`src/hw/bit_exec_pkg.sv`:
```
// Package: encodings, field positions and phase codes of the bit executor
package bit_exec_pkg;
	localparam int INSN_W = 14;
	localparam int ADDR_W = 7;
	localparam int DATA_W = 8;
	localparam int IDX_W = 3;
	// Field positions of the 14-bit word
	localparam int OPC_HI = 13;
	localparam int OPC_LO = 10;
	localparam int IDX_HI = 9;
	localparam int IDX_LO = 7;
	localparam int ADDR_HI = 6;
	localparam int ADDR_LO = 0;
	// Top four opcode bits
	localparam logic [3:0] BIT_CLEAR_FILE_OP = 4'h4;
	localparam logic [3:0] BIT_SET_FILE_OP = 4'h5;
	localparam logic [3:0] BIT_TEST_SKIP_IF_ZERO_OP = 4'h6;
	localparam logic [1:0] PHASE_RST = 2'h0;
	// Instruction phases, Gray order decode-read-process-write
	typedef enum logic [1:0]
	{
		PH_DECODE = 2'h0,
		PH_READ = 2'h1,
		PH_PROCESS = 2'h3,
		PH_WRITE = 2'h2
	} phase_t;
	typedef enum logic [1:0]
	{
		OP_NONE = 2'h0,
		OP_CLEAR = 2'h1,
		OP_SET = 2'h3,
		OP_TEST = 2'h2
	} op_t;
endpackage

```
`src/hw/bit_oriented_instruction_exec.sv`:
```
// Bit-clear, bit-set and bit-test-skip execution over four phases
//
// Behaviour
// - Clear clears chosen bit, others kept
// - Set sets chosen bit, others kept
// - Clear decoded from top bits 0100
// - Status flags never touched by these
// - One word, one cycle, four phases
// - Tested bit one: next runs normally
// - Tested bit zero: next becomes idle cycle
`timescale 1ns/1ps
module bit_oriented_instruction_exec
(
	input wire logic mclk,
	input wire logic sys_rst,
	input wire logic [bit_exec_pkg::INSN_W-1:0] insn,
	input wire logic [bit_exec_pkg::DATA_W-1:0] rd_data,
	output logic [bit_exec_pkg::ADDR_W-1:0] file_addr,
	output logic rd_en,
	output logic wr_en,
	output logic [bit_exec_pkg::DATA_W-1:0] wr_data,
	output logic status_wr_en,
	output logic skip_cycle,
	output logic cycle_end,
	output logic [1:0] phase
);
	import bit_exec_pkg::*;

	// ==========================================================
	// State
	typedef struct packed
	{
		phase_t ph;
		op_t op;
		logic [IDX_W-1:0] idx;
		logic [ADDR_W-1:0] addr;
		logic [DATA_W-1:0] data;
		logic skip_pend;
		logic in_skip;
		logic rd;
		logic wr;
		logic done;
		// Status write strobe; never raised, so the flags stay put
		logic stat_wr;
	} state_t;

	state_t s_q;
	state_t s_d;

	// ==========================================================
	// Next state
	always_comb
	begin
		s_d = s_q;
		s_d.rd = 1'b0;
		s_d.wr = 1'b0;
		s_d.done = 1'b0;
		s_d.stat_wr = 1'b0;
		unique case (s_q.ph)
			PH_DECODE:
			begin
				s_d.ph = PH_READ;
				// Fetched word is discarded while a skip is pending
				s_d.in_skip = s_q.skip_pend;
				s_d.skip_pend = 1'b0;
				s_d.op = OP_NONE;
				s_d.addr = insn[ADDR_HI:ADDR_LO];
				s_d.idx = insn[IDX_HI:IDX_LO];
				if (!s_q.skip_pend)
				begin
					unique case (insn[OPC_HI:OPC_LO])
						BIT_CLEAR_FILE_OP: s_d.op = OP_CLEAR;
						BIT_SET_FILE_OP: s_d.op = OP_SET;
						BIT_TEST_SKIP_IF_ZERO_OP: s_d.op = OP_TEST;
						default: s_d.op = OP_NONE;
					endcase
				end
				s_d.rd = (s_d.op != OP_NONE);
			end
			PH_READ:
			begin
				s_d.ph = PH_PROCESS;
				s_d.data = rd_data;
			end
			PH_PROCESS:
			begin
				s_d.ph = PH_WRITE;
				// Only the addressed bit moves
				if (s_q.op == OP_CLEAR)
					s_d.data[s_q.idx] = 1'b0;
				if (s_q.op == OP_SET)
					s_d.data[s_q.idx] = 1'b1;
				if (s_q.op == OP_TEST)
					s_d.skip_pend = ~s_q.data[s_q.idx];
				s_d.wr = (s_q.op == OP_CLEAR) || (s_q.op == OP_SET);
			end
			PH_WRITE:
			begin
				s_d.ph = PH_DECODE;
				s_d.done = 1'b1;
			end
		endcase
	end

	// ==========================================================
	// Registers
	always_ff @(posedge mclk or posedge sys_rst)
	begin
		if (sys_rst)
			s_q <= '0;
		else
			s_q <= s_d;
	end

	// Outputs straight from the state flops
	assign file_addr = s_q.addr;
	assign rd_en = s_q.rd;
	assign wr_en = s_q.wr;
	assign wr_data = s_q.data;
	assign status_wr_en = s_q.stat_wr;
	assign skip_cycle = s_q.in_skip;
	assign cycle_end = s_q.done;
	assign phase = s_q.ph;

	// ==========================================================
	// Checks
	// One-hot mask of the addressed bit, kept for the data checks
	logic [DATA_W-1:0] sel_mask;
	assign sel_mask = {{(DATA_W-1){1'b0}}, 1'b1} << s_q.idx;
endmodule // bit_oriented_instruction_exec

```
`config.mk`:
```
export PLATFORM = sky130hd
export DESIGN_NAME = bit_oriented_instruction_exec
export DESIGN_NICKNAME = d
export VERILOG_FILES = /design/src/hw/bit_exec_pkg.sv /design/src/hw/bit_oriented_instruction_exec.sv
export SDC_FILE = /design/constraint.sdc
export NUM_CORES = 1
export LEC_CHECK = 0
export BUFFER_PORTS_ARGS = -buffer_cell sky130_fd_sc_hd__buf_2
export CORE_AREA = 2 2 60 62
export CTS_CLUSTER_DIAMETER = 40
export DETAILED_ROUTE_END_ITERATION = 16
export DIE_AREA = 0 0 62 64
export GPL_TIMING_DRIVEN = 1
export PLACE_DENSITY_LB_ADDON = 0.15
export SLEW_MARGIN = 25
export SYNTH_ARGS = -nofsm -noshare
export SYNTH_HDL_FRONTEND = slang
export SYNTH_SLANG_ARGS = --single-unit
```
`constraint.sdc`:
```
create_clock -name mclk -period 1.9 [get_ports mclk]
set_clock_uncertainty 0.2 [all_clocks]
set_input_delay 0.57 -clock mclk [delete_from_list [all_inputs] [get_ports mclk]]
set_output_delay 0.57 -clock mclk [all_outputs]
set_load 0.05 [all_outputs]
```
# Yosys cells after proc, flatten, opt, wreduce, memory -nomap -nowiden
# Cells that the tools add are included.
# word_totals
register_bits	27
inputBits	24
out_inout_bits	22
elab_cells	50
# classes
n_lt_le_gt_ge	2
n_eq_ne	10
mux	17
bitwise_logic	4
n_reduce_logical	7
# op_table
cell	n
two-way mux 8 bit	3
case mux 8 bit (2 select lines)	1
== test 4 x 3 -> 1 bit, second input constant	3
bitwise AND 8 bit	1
== test 2 bit, second input constant	4
NOT 8 bit	1
bitwise OR 8 bit	1
case mux 2 bit (4 select lines)	1
two-way mux 1 bit	6
case mux 2 bit (3 select lines)	1
nonzero test 2 bit	3
== test 2 x 1 -> 1 bit, second input constant	2
less-than comparator 3 x 4 -> 1 bit, second input constant	1
two-way mux 2 bit	2
binary-select mux 1 bit (select 3 bit)	1
demux 1 bit (select 3 bit)	1
>= comparator 3 x 1 -> 1 bit, second input constant	1
logical NOT 2 bit	1
!= test 2 bit, second input constant	1
case mux 1 bit (2 select lines)	1
AND reduction 2 bit	1
logical AND 1 bit	1
logical OR 1 bit	1
NOT 1 bit	1

# Depth between registers and ports, before layout
# Gate-level depths: netlist (run 1).
# logic_depth
word_depth	11
mapped_depth	6
ltp_nobuf	3

# Least setup slack after synthesis (run 1)
# No wires, ideal clock.
# synth_timing
kind	register -> register
from	register s_q[21] (netlist name)
to	register s_q (netlist bit wr_data[0])
arrival_ps	1247
required_time_ps	1562
slack_ps	315
stages_incl_launch_ff	5
n_path_buf	1
synth_period_minus_slack_ps	1585
cell_sequence	dfrtp_1 buf_2 or3b_1 o32ai_1 a22oi_1
# synth_via
elab_chain_cells	11
word_cells_on_any_way	12
cone_classes	2 x order compare; 6 x mux; 3 x bitwise; 1 x reduce/logical
# synth_rtl
item	line_no	source
start, declared	bit_oriented_instruction_exec.sv:47	state_t s_q;
start signal, assigned	bit_oriented_instruction_exec.sv:110	s_q <= '0;
start signal, assigned	bit_oriented_instruction_exec.sv:112	s_q <= s_d;
less-than comparator 3 x 4 -> 1 bit (not written as such) / >= comparator 3 x 1 -> 1 bit (equally long branches)	bit_oriented_instruction_exec.sv:90, bit_oriented_instruction_exec.sv:92	
logical AND 1 bit (not written as such)	bit_oriented_instruction_exec.sv:90, bit_oriented_instruction_exec.sv:92	
two-way mux 1 bit (not written as such)	bit_oriented_instruction_exec.sv:90, bit_oriented_instruction_exec.sv:92	
demux 1 bit (select 3 bit) (*)	bit_oriented_instruction_exec.sv:90, bit_oriented_instruction_exec.sv:92	
NOT 8 bit (no line)	--	
bitwise AND 8 bit (no line)	--	
two-way mux 8 bit	bit_oriented_instruction_exec.sv:89	if (s_q.op == OP_CLEAR)
two-way mux 8 bit	bit_oriented_instruction_exec.sv:59	unique case (s_q.ph)
bitwise OR 8 bit (no line)	--	
two-way mux 8 bit (*)	bit_oriented_instruction_exec.sv:91	if (s_q.op == OP_SET)
case mux 8 bit (2 select lines) (*)	bit_oriented_instruction_exec.sv:59	
# Every way passes the cells marked *; elsewhere a longest branch is shown, timed or not. The select of a mux whose other input is x is not followed.
# A chain may end at the register's enable or synchronous reset.

# Worst setup path after layout (run 1)
# layout_timing
from	register s_q[21] (netlist name)
to	register s_q[5] (netlist name)
# layout_via
elab_chain_cells	5
# layout_rtl
item	line_no	source
binary-select mux 1 bit (select 3 bit)	bit_oriented_instruction_exec.sv:94	s_d.skip_pend = ~s_q.data[s_q.idx];
two-way mux 1 bit (not written as such)	bit_oriented_instruction_exec.sv:94	
NOT 1 bit	bit_oriented_instruction_exec.sv:94	
two-way mux 1 bit	bit_oriented_instruction_exec.sv:93	if (s_q.op == OP_TEST)
case mux 1 bit (2 select lines)	bit_oriented_instruction_exec.sv:59	
# No other way between the ends. The select of a mux whose other input is x is not followed.

==> results of run 1 <==
[Yosys cell counts (all sizes together), types with 2 or more instances]
master   number  area (µm²)
a21boi        2       15.01
o31ai         2       15.01
a2bb2oi       2       17.52
nand4         3       18.77
o311ai        3       26.28
dfrtp        27       675.7
a22oi         3       22.52
o21ai         6       30.02
clkbuf       10       37.54
o32ai         4       35.03
nand2b        3       18.77
mux2          4       45.04
nor4bb        2       20.02
nand3         5       25.02
nand2        36       135.1
buf          20       145.1
and3          2       12.51
inv           7       26.28
nand4b        2       17.52
nor2          3       11.26
[through the flow]
| stage | power [W] | hold WS [ns] | setup WS, ns | cells | instance area [µm²] |
|---|---|---|---|---|---|
| floorplan | 0.0007882 | 0.2469 | 0.3152 | 158 | 1454 |
| global placement | 0.0008231 | 0.2524 | 0.2142 | 224 | 1607 |
| CTS | 0.001087 | 0.03916 | 0.002036 | 228 | 1640 |
| finish | 0.001067 | 0.04604 | 0.07747 | 231 | 1667 |
| global route | 0.001123 | 0.03999 | 0.01962 | 231 | 1667 |
| detailed placement | 0.0008270 | 0.2596 | 0.1135 | 224 | 1607 |
[cells by family (layout without fill, tap and decap cells)]
kind of cell	Yosys count	in the layout	synth area share (%)
simple gates	63	63	21.60
buf+inv	37	64	14.37
flops	27	27	46.47
compound gates	24	24	12.05
mux	5	5	4.647
other cells	1	1	0.2579
xor+xnor	1	1	0.6025
[cell type report]
type	instances	area, µm²	share of cell area (%)
flip-flops and latches	27	678.2	40.69
multi-input cells	94	569.3	34.16
repair buffers	53	305.3	18.32
well taps	46	57.56	3.453
inverters	7	26.28	1.577
clock buffers	3	22.52	1.351
clock inverters	1	7.507	0.4505
[per-layer routing]
layer  GRT usage [%]  share of wire [%]  vias to the layer above
met1           23.94                 46                      536
met2           25.00                 48                       32
met4           4.787               0.81                        0
met5               0                  0                        -
li1                -                  -                      576
met3           2.834                5.5                        2
[worst max-delay path by stage]
stage                 endpoint  slack [ns]  cells after the start
finish                  s_q[5]        0.08                      3
global route            s_q[5]        0.02                      3
CTS                   phase[0]       0.002                      1
detailed placement      s_q[5]        0.11                      3
global placement        s_q[5]        0.21                      3
floorplan           wr_data[0]        0.32                      4
[timing repair]
action / CTS / global route
setup endpoints to repair: 2 / 2
buffers inserted: 0 / 3
gates resized for setup: 2 / 2
[power breakdown]
part | internal [W] | switching [W]
Combinational | 0.0000651 | 0.000122
Sequential | 0.000599 | 0.0000281
Clock | 0.0000804 | 0.000172
Total | 0.000744 | 0.000323
[sequential cells by signal (all words and copies together) (netlist names)]
name and cells:
wr_data 8, file_addr 7, s_q 6, phase 2, cycle_end 1, rd_en 1
skip_cycle 1, wr_en 1
[worst max-delay path, cell delays in order, from the launching register on]
cell,delay [ns]
dfrtp_1,0.56
mux2_2,0.38
mux4_2,0.46
o21ai_1,0.15
==> results.md, run 1 <==
- Endpoints failing setup: 0
- CP Data Arrival Time: 1.88 ns
- Vias per cell: 4.961
- Post-route DRC: 0
- RSZ-0062 raised after global routing: false
- Sum Neg Setup Slack: 0 ns
- Ant. Diodes: 0
- Cell row count: 21
- Pleak: 0.8273 nW
- RePlAce Congestion: 0.7876
- CTS tree: yes
- Clock period minus worst slack: 1.823 ns
- Largest net degree at the start of global routing: 28
- DRT Pass-1 Iters: 4
- GRT overflow: 0
- Most frequent cells in the layout: 42 x buf_2, 36 x nand2_1, 25 x dfrtp_1
- Post-synth ARST share: 100.0%
- Final period util: 95.92%
- Crit path from: s_q[21]
- Crit end category: register
- Die Wd: 62 µm
- First-pass GRT wire length: 5.002 mm
- Post-layout util: 50.74%
- Status: finished, final reports clean
- Ys Warns: 0
- Commonest non-fill, non-tap cell in the layout: buf_2
- Worst r2r src: s_q[21]
- Sink Count: 27
- Initial Util: 44.27%
- CTS H-tree lvls: 1
- DP HPWL: 2.191 mm
- Worst IR Drop VDD: 319.4 µV
- Vias: 1146
- Number of global-route vias before repair: 1118
- Post-synth EDFFs: 0
- Cts hold-fix bufs: 0
- Core area: 3284 µm²
- Worst R2R Setup Slack: 0.08 ns
- Filler Cells Inserted: 327
- Root Buffer: clkbuf_4
- Worst min path class: input pin to async pin
- Max_cap viols: 0
- Final net count: 210
- DRT iter0 DRCs: 39
- Die Y: 64 µm
- R2R Path End: s_q[5]
- Crit start category: register
- Yosys reg bits: 27
- Register area share after synthesis: 46.47%
- Number of distinct library cells after synthesis: 35
- Initial antenna violation count: 0
- Mapped Area: 1454 µm²
- Wire length per cell: 12.89 µm
- Cells on worst reg2reg path: 3
- Clk slew on worst S/H paths: 0.15 ns
- Full die area: 3968 µm²
- Proportion of layout cells with a drive suffix above 1: 34.59%
- GRT Overall Usage: 16.55%
- Inserted Clock Buffers: 3
- Max-slew violations: 0
- Port buffer count: 44
- Setup CP Type: register to register
- Syn-to-layout area delta: 14.63%
- Clk_lat worst skew: 0.32 ns
- Synth Flop Type: dfrtp_1
- CP max FO: 10
- Wirelength, routed: 2.978 mm
- Num ports: 46
- Syn Area/Cell: 9.202 µm²
- Worst endpoint required time: 1.96 ns
- Cells after Synth: 158
- Mapped Nets: 182
- Max Freq: 0.5487 GHz
- Final Hold Vio Count: 0
- PwrDens: 640.2 nW/µm²
- Post-route ant nets: 0
- Max Root-Sink Buffers: 2
No activity file was read; power rests on OpenSTA's default activity.
==> run 2: changes to the inputs <==
- CTS_BUF_LIST: default -> sky130_fd_sc_hd__clkbuf_16
==> results.md, run 2 (synthesis gave the netlist of run 1 again) <==
- Max-slew violations: 0 (unchanged)
- Endpoints failing setup: 0 (unchanged)
- Clock period minus worst slack: 1.825 ns (was 1.823 ns)
- Max Freq: 0.5478 GHz (was 0.5487 GHz)
- Multi-input gate area in the final layout: 569.3 µm² (unchanged)
- Syn-to-layout area delta: 16.44% (was 14.63%)
- Inserted Clock Buffers: 3 (unchanged)
- Die Y: 64 µm (unchanged)
- Fin cells: 228 (was 231)
- Worst R2R Setup Slack: 0.12 ns (was 0.08 ns)
- CTS tree: yes (unchanged)
- Top delay family on crit path: flip-flops (was multiplexers)
- Max incr delay on CP: 0.50 ns (was 0.56 ns)
- Cells along the critical path: clkbuf_4 (was mux2_2 > mux4_2 > o21ai_1)
- Largest net degree at the start of global routing: 28 (unchanged)
- Initial Util: 44.27% (unchanged)
- Root Buffer: clkbuf_16 (was clkbuf_4)
- Max reg flops: 8 (unchanged)
- RSZ-0062 raised after global routing: false (unchanged)
- Commonest non-fill, non-tap cell in the layout: buf_2 (unchanged)
- Cell row count: 21 (unchanged)
- Register area: 676.9 µm² (was 678.2 µm²)
- Worst IR Drop VDD: 356.7 µV (was 319.4 µV)
- Core area: 3284 µm² (unchanged)
- DRT iter0 DRCs: 38 (was 39)
- Final period util: 96.07% (was 95.92%)
- Final net count: 207 (was 210)
- Wirelength, routed: 2.984 mm (was 2.978 mm)
- Max Root-Sink Buffers: 2 (unchanged)
- Post-route ant nets: 0 (unchanged)
- CTS H-tree lvls: 1 (unchanged)
- Crit path max-delay cell type: dfrtp_1 (unchanged)
- Worst min path class: input pin to async pin (unchanged)
- Proportion of layout cells with a drive suffix above 1: 32.97% (was 34.59%)
- Setup repair bufs after CTS: 0 (unchanged)
- Status: finished, final reports clean (unchanged)
- Max_cap viols: 0 (unchanged)
- Worst endpoint required time: 1.13 ns (was 1.96 ns)
- Post-layout util: 51.54% (was 50.74%)
- Final Hold Vio Count: 0 (unchanged)
- Filler Cells Inserted: 318 (was 327)
- Wire length per cell: 13.09 µm (was 12.89 µm)
- Worst path bufs/invs: 1 (was 0)
- Vias per cell: 4.943 (was 4.961)
- Sink Count: 27 (unchanged)
- First-pass GRT wire length: 5.016 mm (was 5.002 mm)
- DP HPWL: 2.191 mm (unchanged)
- Sum Neg Setup Slack: 0 ns (unchanged)
- Crit end category: output pin (was register)
- Num ports: 46 (unchanged)
- Die Wd: 62 µm (unchanged)
- Power, Total: 0.001292 W (was 0.001067 W)
- Vias: 1127 (was 1146)
- GRT Overall Usage: 16.79% (was 16.55%)
- DRT Pass-1 Iters: 4 (unchanged)
- GRT overflow: 0 (unchanged)
- Final hold slack: 0.1309 ns (was 0.04604 ns)
- Most frequent cells in the layout: 43 x buf_2, 36 x nand2_1, 26 x dfrtp_1 (was 42 x buf_2, 36 x nand2_1, 25 x dfrtp_1)
- CP Data Arrival Time: 1.06 ns (was 1.88 ns)
- Port buffer count: 44 (unchanged)
- Number of global-route vias before repair: 1130 (was 1118)
- Full die area: 3968 µm² (unchanged)
- Clk_lat worst skew: 0.26 ns (was 0.32 ns)
- Post-route DRC: 0 (unchanged)
- Initial antenna violation count: 0 (unchanged)
- Crit start category: register (unchanged)
- Ant. Diodes: 0 (unchanged)
- Clk slew on worst S/H paths: 0.07 ns (was 0.15 ns)
- Setup CP Type: register to output pin (was register to register)
- RePlAce Congestion: 0.7876 (unchanged)
- Post-Place Cells: 224 (unchanged)
- Pleak: 0.8353 nW (was 0.8273 nW)
- CP max FO: 9 (was 10)
- PwrDens: 763.3 nW/µm² (was 640.2 nW/µm²)
- Cts hold-fix bufs: 0 (unchanged)
==> run 2: area by class of cell <==
type,instances,share of cell area [%]
flip-flops and latches,27,39.99
multi-input cells,94,33.63
repair buffers,50,16.56
clock buffers,3,4.435
well taps,46,3.400
inverters,7,1.552
clock inverters,1,0.4435
==> run 2: power breakdown <==
part	internal [W]	switching, W
logic	0.0000651	0.000122
registers	0.000599	0.0000283
clock network	0.000286	0.000192
total	0.000950	0.000342
==> run 2: stage by stage <==
step	setup slack [ns]	instance area, µm²
2_1_floorplan	0.3152	1454
5_1_grt	0.01629	1693
3_3_place_gp	0.2142	1607
3_5_place_dp	0.1135	1607
6_report	0.07465	1693
4_1_cts	0.01214	1689
==> run 2: worst min-delay path: stages <==
cell    delay [ns]
buf_2         0.10
inv_1         0.08
buf_12        0.19
==> run 2: metal layers <==
metal  up-vias  part of all wire, %  GRT usage (%)
met2        32                   47          25.00
met3         2                  5.9          4.049
met5         -                    0              0
met1       521                   47          23.94
li1        572                    -              -
met4         0                 0.70          4.787
==> run 2: timing repair <==
item	4_1_cts	5_1_grt
endpoints found under the hold margin	0	0
resized for setup	0	2
setup endpoints to repair	0	2
==> run 2: path summary, 6_finish.rpt <==
path / from / end / cells after the start
max reg2reg: s_q[21] / s_q[5] / 3
min reg2reg: file_addr[4] / file_addr[4] / 2
max: phase[0] / phase[0] / 1
max in group asynchronous: sys_rst / phase[1] / 3
min: sys_rst / wr_data[1] / 3
min in group mclk: file_addr[4] / file_addr[4] / 2
==> run 3: changes to the inputs <==
- CORE_AREA: 2 2 60 62 -> 2 2 77 50
- DIE_AREA: 0 0 62 64 -> 0 0 79 52
- GPL_TIMING_DRIVEN: 1 -> default
==> results.md, run 3 (synthesis gave the netlist of run 1 again) <==
- Initial antenna violation count: 0 (unchanged)
- Filler Cells Inserted: 347 (was 318)
- CTS tree: yes (unchanged)
- Register area: 676.9 µm² (unchanged)
- CP max FO: 9 (unchanged)
- DRT iter0 DRCs: 45 (was 38)
- CTS H-tree lvls: 1 (unchanged)
- Die Wd: 79 µm (was 62 µm)
- Crit path from: phase[1] (was phase[0])
- Worst IR Drop VDD: 275.9 µV (was 356.7 µV)
- GRT overflow: 0 (unchanged)
- Clock period minus worst slack: 1.845 ns (was 1.825 ns)
- Num ports: 46 (unchanged)
- Top delay family on crit path: flip-flops (unchanged)
- Critical Path End: phase[1] (was phase[0])
- RSZ-0062 raised after global routing: false (unchanged)
- Final hold slack: 0.09541 ns (was 0.1309 ns)
- DRT Pass-1 Iters: 4 (unchanged)
- Largest net degree at the start of global routing: 20 (was 28)
- Cell row count: 17 (was 21)
- Final net count: 208 (was 207)
- Cells on worst reg2reg path: 3 (unchanged)
- Initial Util: 42.19% (was 44.27%)
- Crit end category: output pin (unchanged)
- R2R Path End: s_q[5] (unchanged)
- Setup repair bufs after CTS: 0 (unchanged)
- Max reg flops: 8 (unchanged)
- Max incr delay on CP: 0.50 ns (about the same)
- Vias: 1165 (was 1127)
- Commonest non-fill, non-tap cell in the layout: buf_2 (unchanged)
- Max Root-Sink Buffers: 2 (unchanged)
- Pleak: 0.8433 nW (was 0.8353 nW)
- Max Freq: 0.5419 GHz (was 0.5478 GHz)
- Status: finished, final reports clean (unchanged)
- CP Data Arrival Time: 1.08 ns (was 1.06 ns)
- Proportion of layout cells with a drive suffix above 1: 32.79% (was 32.97%)
- Worst r2r src: s_q[21] (unchanged)
- Power, Total: 0.001285 W (was 0.001292 W)
- RePlAce Congestion: 0.8109 (was 0.7876)
- Ant. Diodes: 0 (unchanged)
- Post-route ant nets: 0 (unchanged)
- Core area: 3446 µm² (was 3284 µm²)
- Crit start category: register (unchanged)
- Post-route DRC: 0 (unchanged)
- Multi-input gate area in the final layout: 569.3 µm² (unchanged)
- Cells along the critical path: buf_2 (was clkbuf_4)
- Setup CP Type: register to output pin (unchanged)
- Inserted Clock Buffers: 3 (unchanged)
- Sink Count: 27 (unchanged)
- Cts hold-fix bufs: 0 (unchanged)
- Root Buffer: clkbuf_16 (unchanged)
- Wire length per cell: 13.64 µm (was 13.09 µm)
- Full die area: 4108 µm² (was 3968 µm²)
- Vias per cell: 5.065 (was 4.943)
- PwrDens: 758.1 nW/µm² (was 763.3 nW/µm²)
- Port buffer count: 44 (unchanged)
- Most frequent cells in the layout: 44 x buf_2, 36 x nand2_1, 26 x dfrtp_1 (was 43 x buf_2, 36 x nand2_1, 26 x dfrtp_1)
- GRT Overall Usage: 16.88% (was 16.79%)
- Worst R2R Setup Slack: 0.17 ns (was 0.12 ns)
- Final period util: 97.12% (was 96.07%)
- Clk_lat worst skew: 0.26 ns (about the same)
- Worst endpoint required time: 1.13 ns (about the same)
- Worst min path class: input pin to async pin (unchanged)
- Post-CTS sizing: 0 (unchanged)
- Endpoints failing setup: 0 (unchanged)
- Max_cap viols: 0 (unchanged)
- Max-slew violations: 0 (unchanged)
- Clk slew on worst S/H paths: 0.07 ns (about the same)
- Sum Neg Setup Slack: 0 ns (unchanged)
- Die Y: 52 µm (was 64 µm)
- Number of global-route vias before repair: 1095 (was 1130)
- Final Hold Vio Count: 0 (unchanged)
- First-pass GRT wire length: 5.257 mm (was 5.016 mm)
- Syn-to-layout area delta: 16.61% (was 16.44%)
- Wirelength, routed: 3.137 mm (was 2.984 mm)
- Worst path bufs/invs: 1 (unchanged)
- DP HPWL: 2.383 mm (was 2.191 mm)
- Critical Path Stages: 1 (unchanged)
- Crit path max-delay cell type: dfrtp_1 (unchanged)
[run 3: cell types whose count changed in the layout (fill, tap and decap cells not counted)]
cell / previous run / this run
clkinvlp_4: 1 / 0
buf_2: 43 / 44
clkbuf_4: 1 / 0
buf_4: 5 / 6
inv_1: 7 / 8
[run 3: worst min-delay path by stage]
stage                              end  depth (start not counted)    startpoint
final                     file_addr[5]                          2       sys_rst
after global routing        skip_cycle                          2       sys_rst
after CTS                 file_addr[2]                          2       sys_rst
after detailed placement  file_addr[5]                          2  file_addr[5]
after global placement    file_addr[4]                          2  file_addr[4]
after floorplan           file_addr[0]                          2  file_addr[0]
[run 3: through the flow]
stage / std cells / setup slack, ns / cell area (µm²) / util (%)
2_1_floorplan: 158 / 0.3152 / 1454 / -
3_3_place_gp: 226 / 0.1387 / 1615 / 46.88
3_5_place_dp: 226 / 0.08640 / 1615 / 46.88
4_1_cts: 230 / 0.04680 / 1694 / 49.16
5_1_grt: 230 / 0.006319 / 1695 / 49.20
6_report: 230 / 0.05474 / 1695 / 49.20
[run 3: layout make-up]
class / instances / area share [%]
Clock buffer: 3 / 4.428
Clock inverter: 1 / 0.2214
Inverter: 7 / 1.550
Multi-Input combinational cell: 94 / 33.58
Sequential cell: 27 / 39.93
Tap cell: 47 / 3.469
Timing Repair Buffer: 51 / 16.83
[run 3: layer usage]
layer	track usage, %	part of all wire (%)	wire (µm)
met1	24.92	51	1593
met2	24.72	43	1364
met3	5.382	5.5	172
met4	2.586	0.22	7
met5	0	0	0
[run 3: report_power, final]
part,internal [W],total (W),switching [W]
Sequential,0.000599,0.000628,0.0000283
Clock,0.000282,0.000470,0.000188
Combinational,0.0000648,0.000188,0.000123
Total,0.000946,0.00129,0.000340
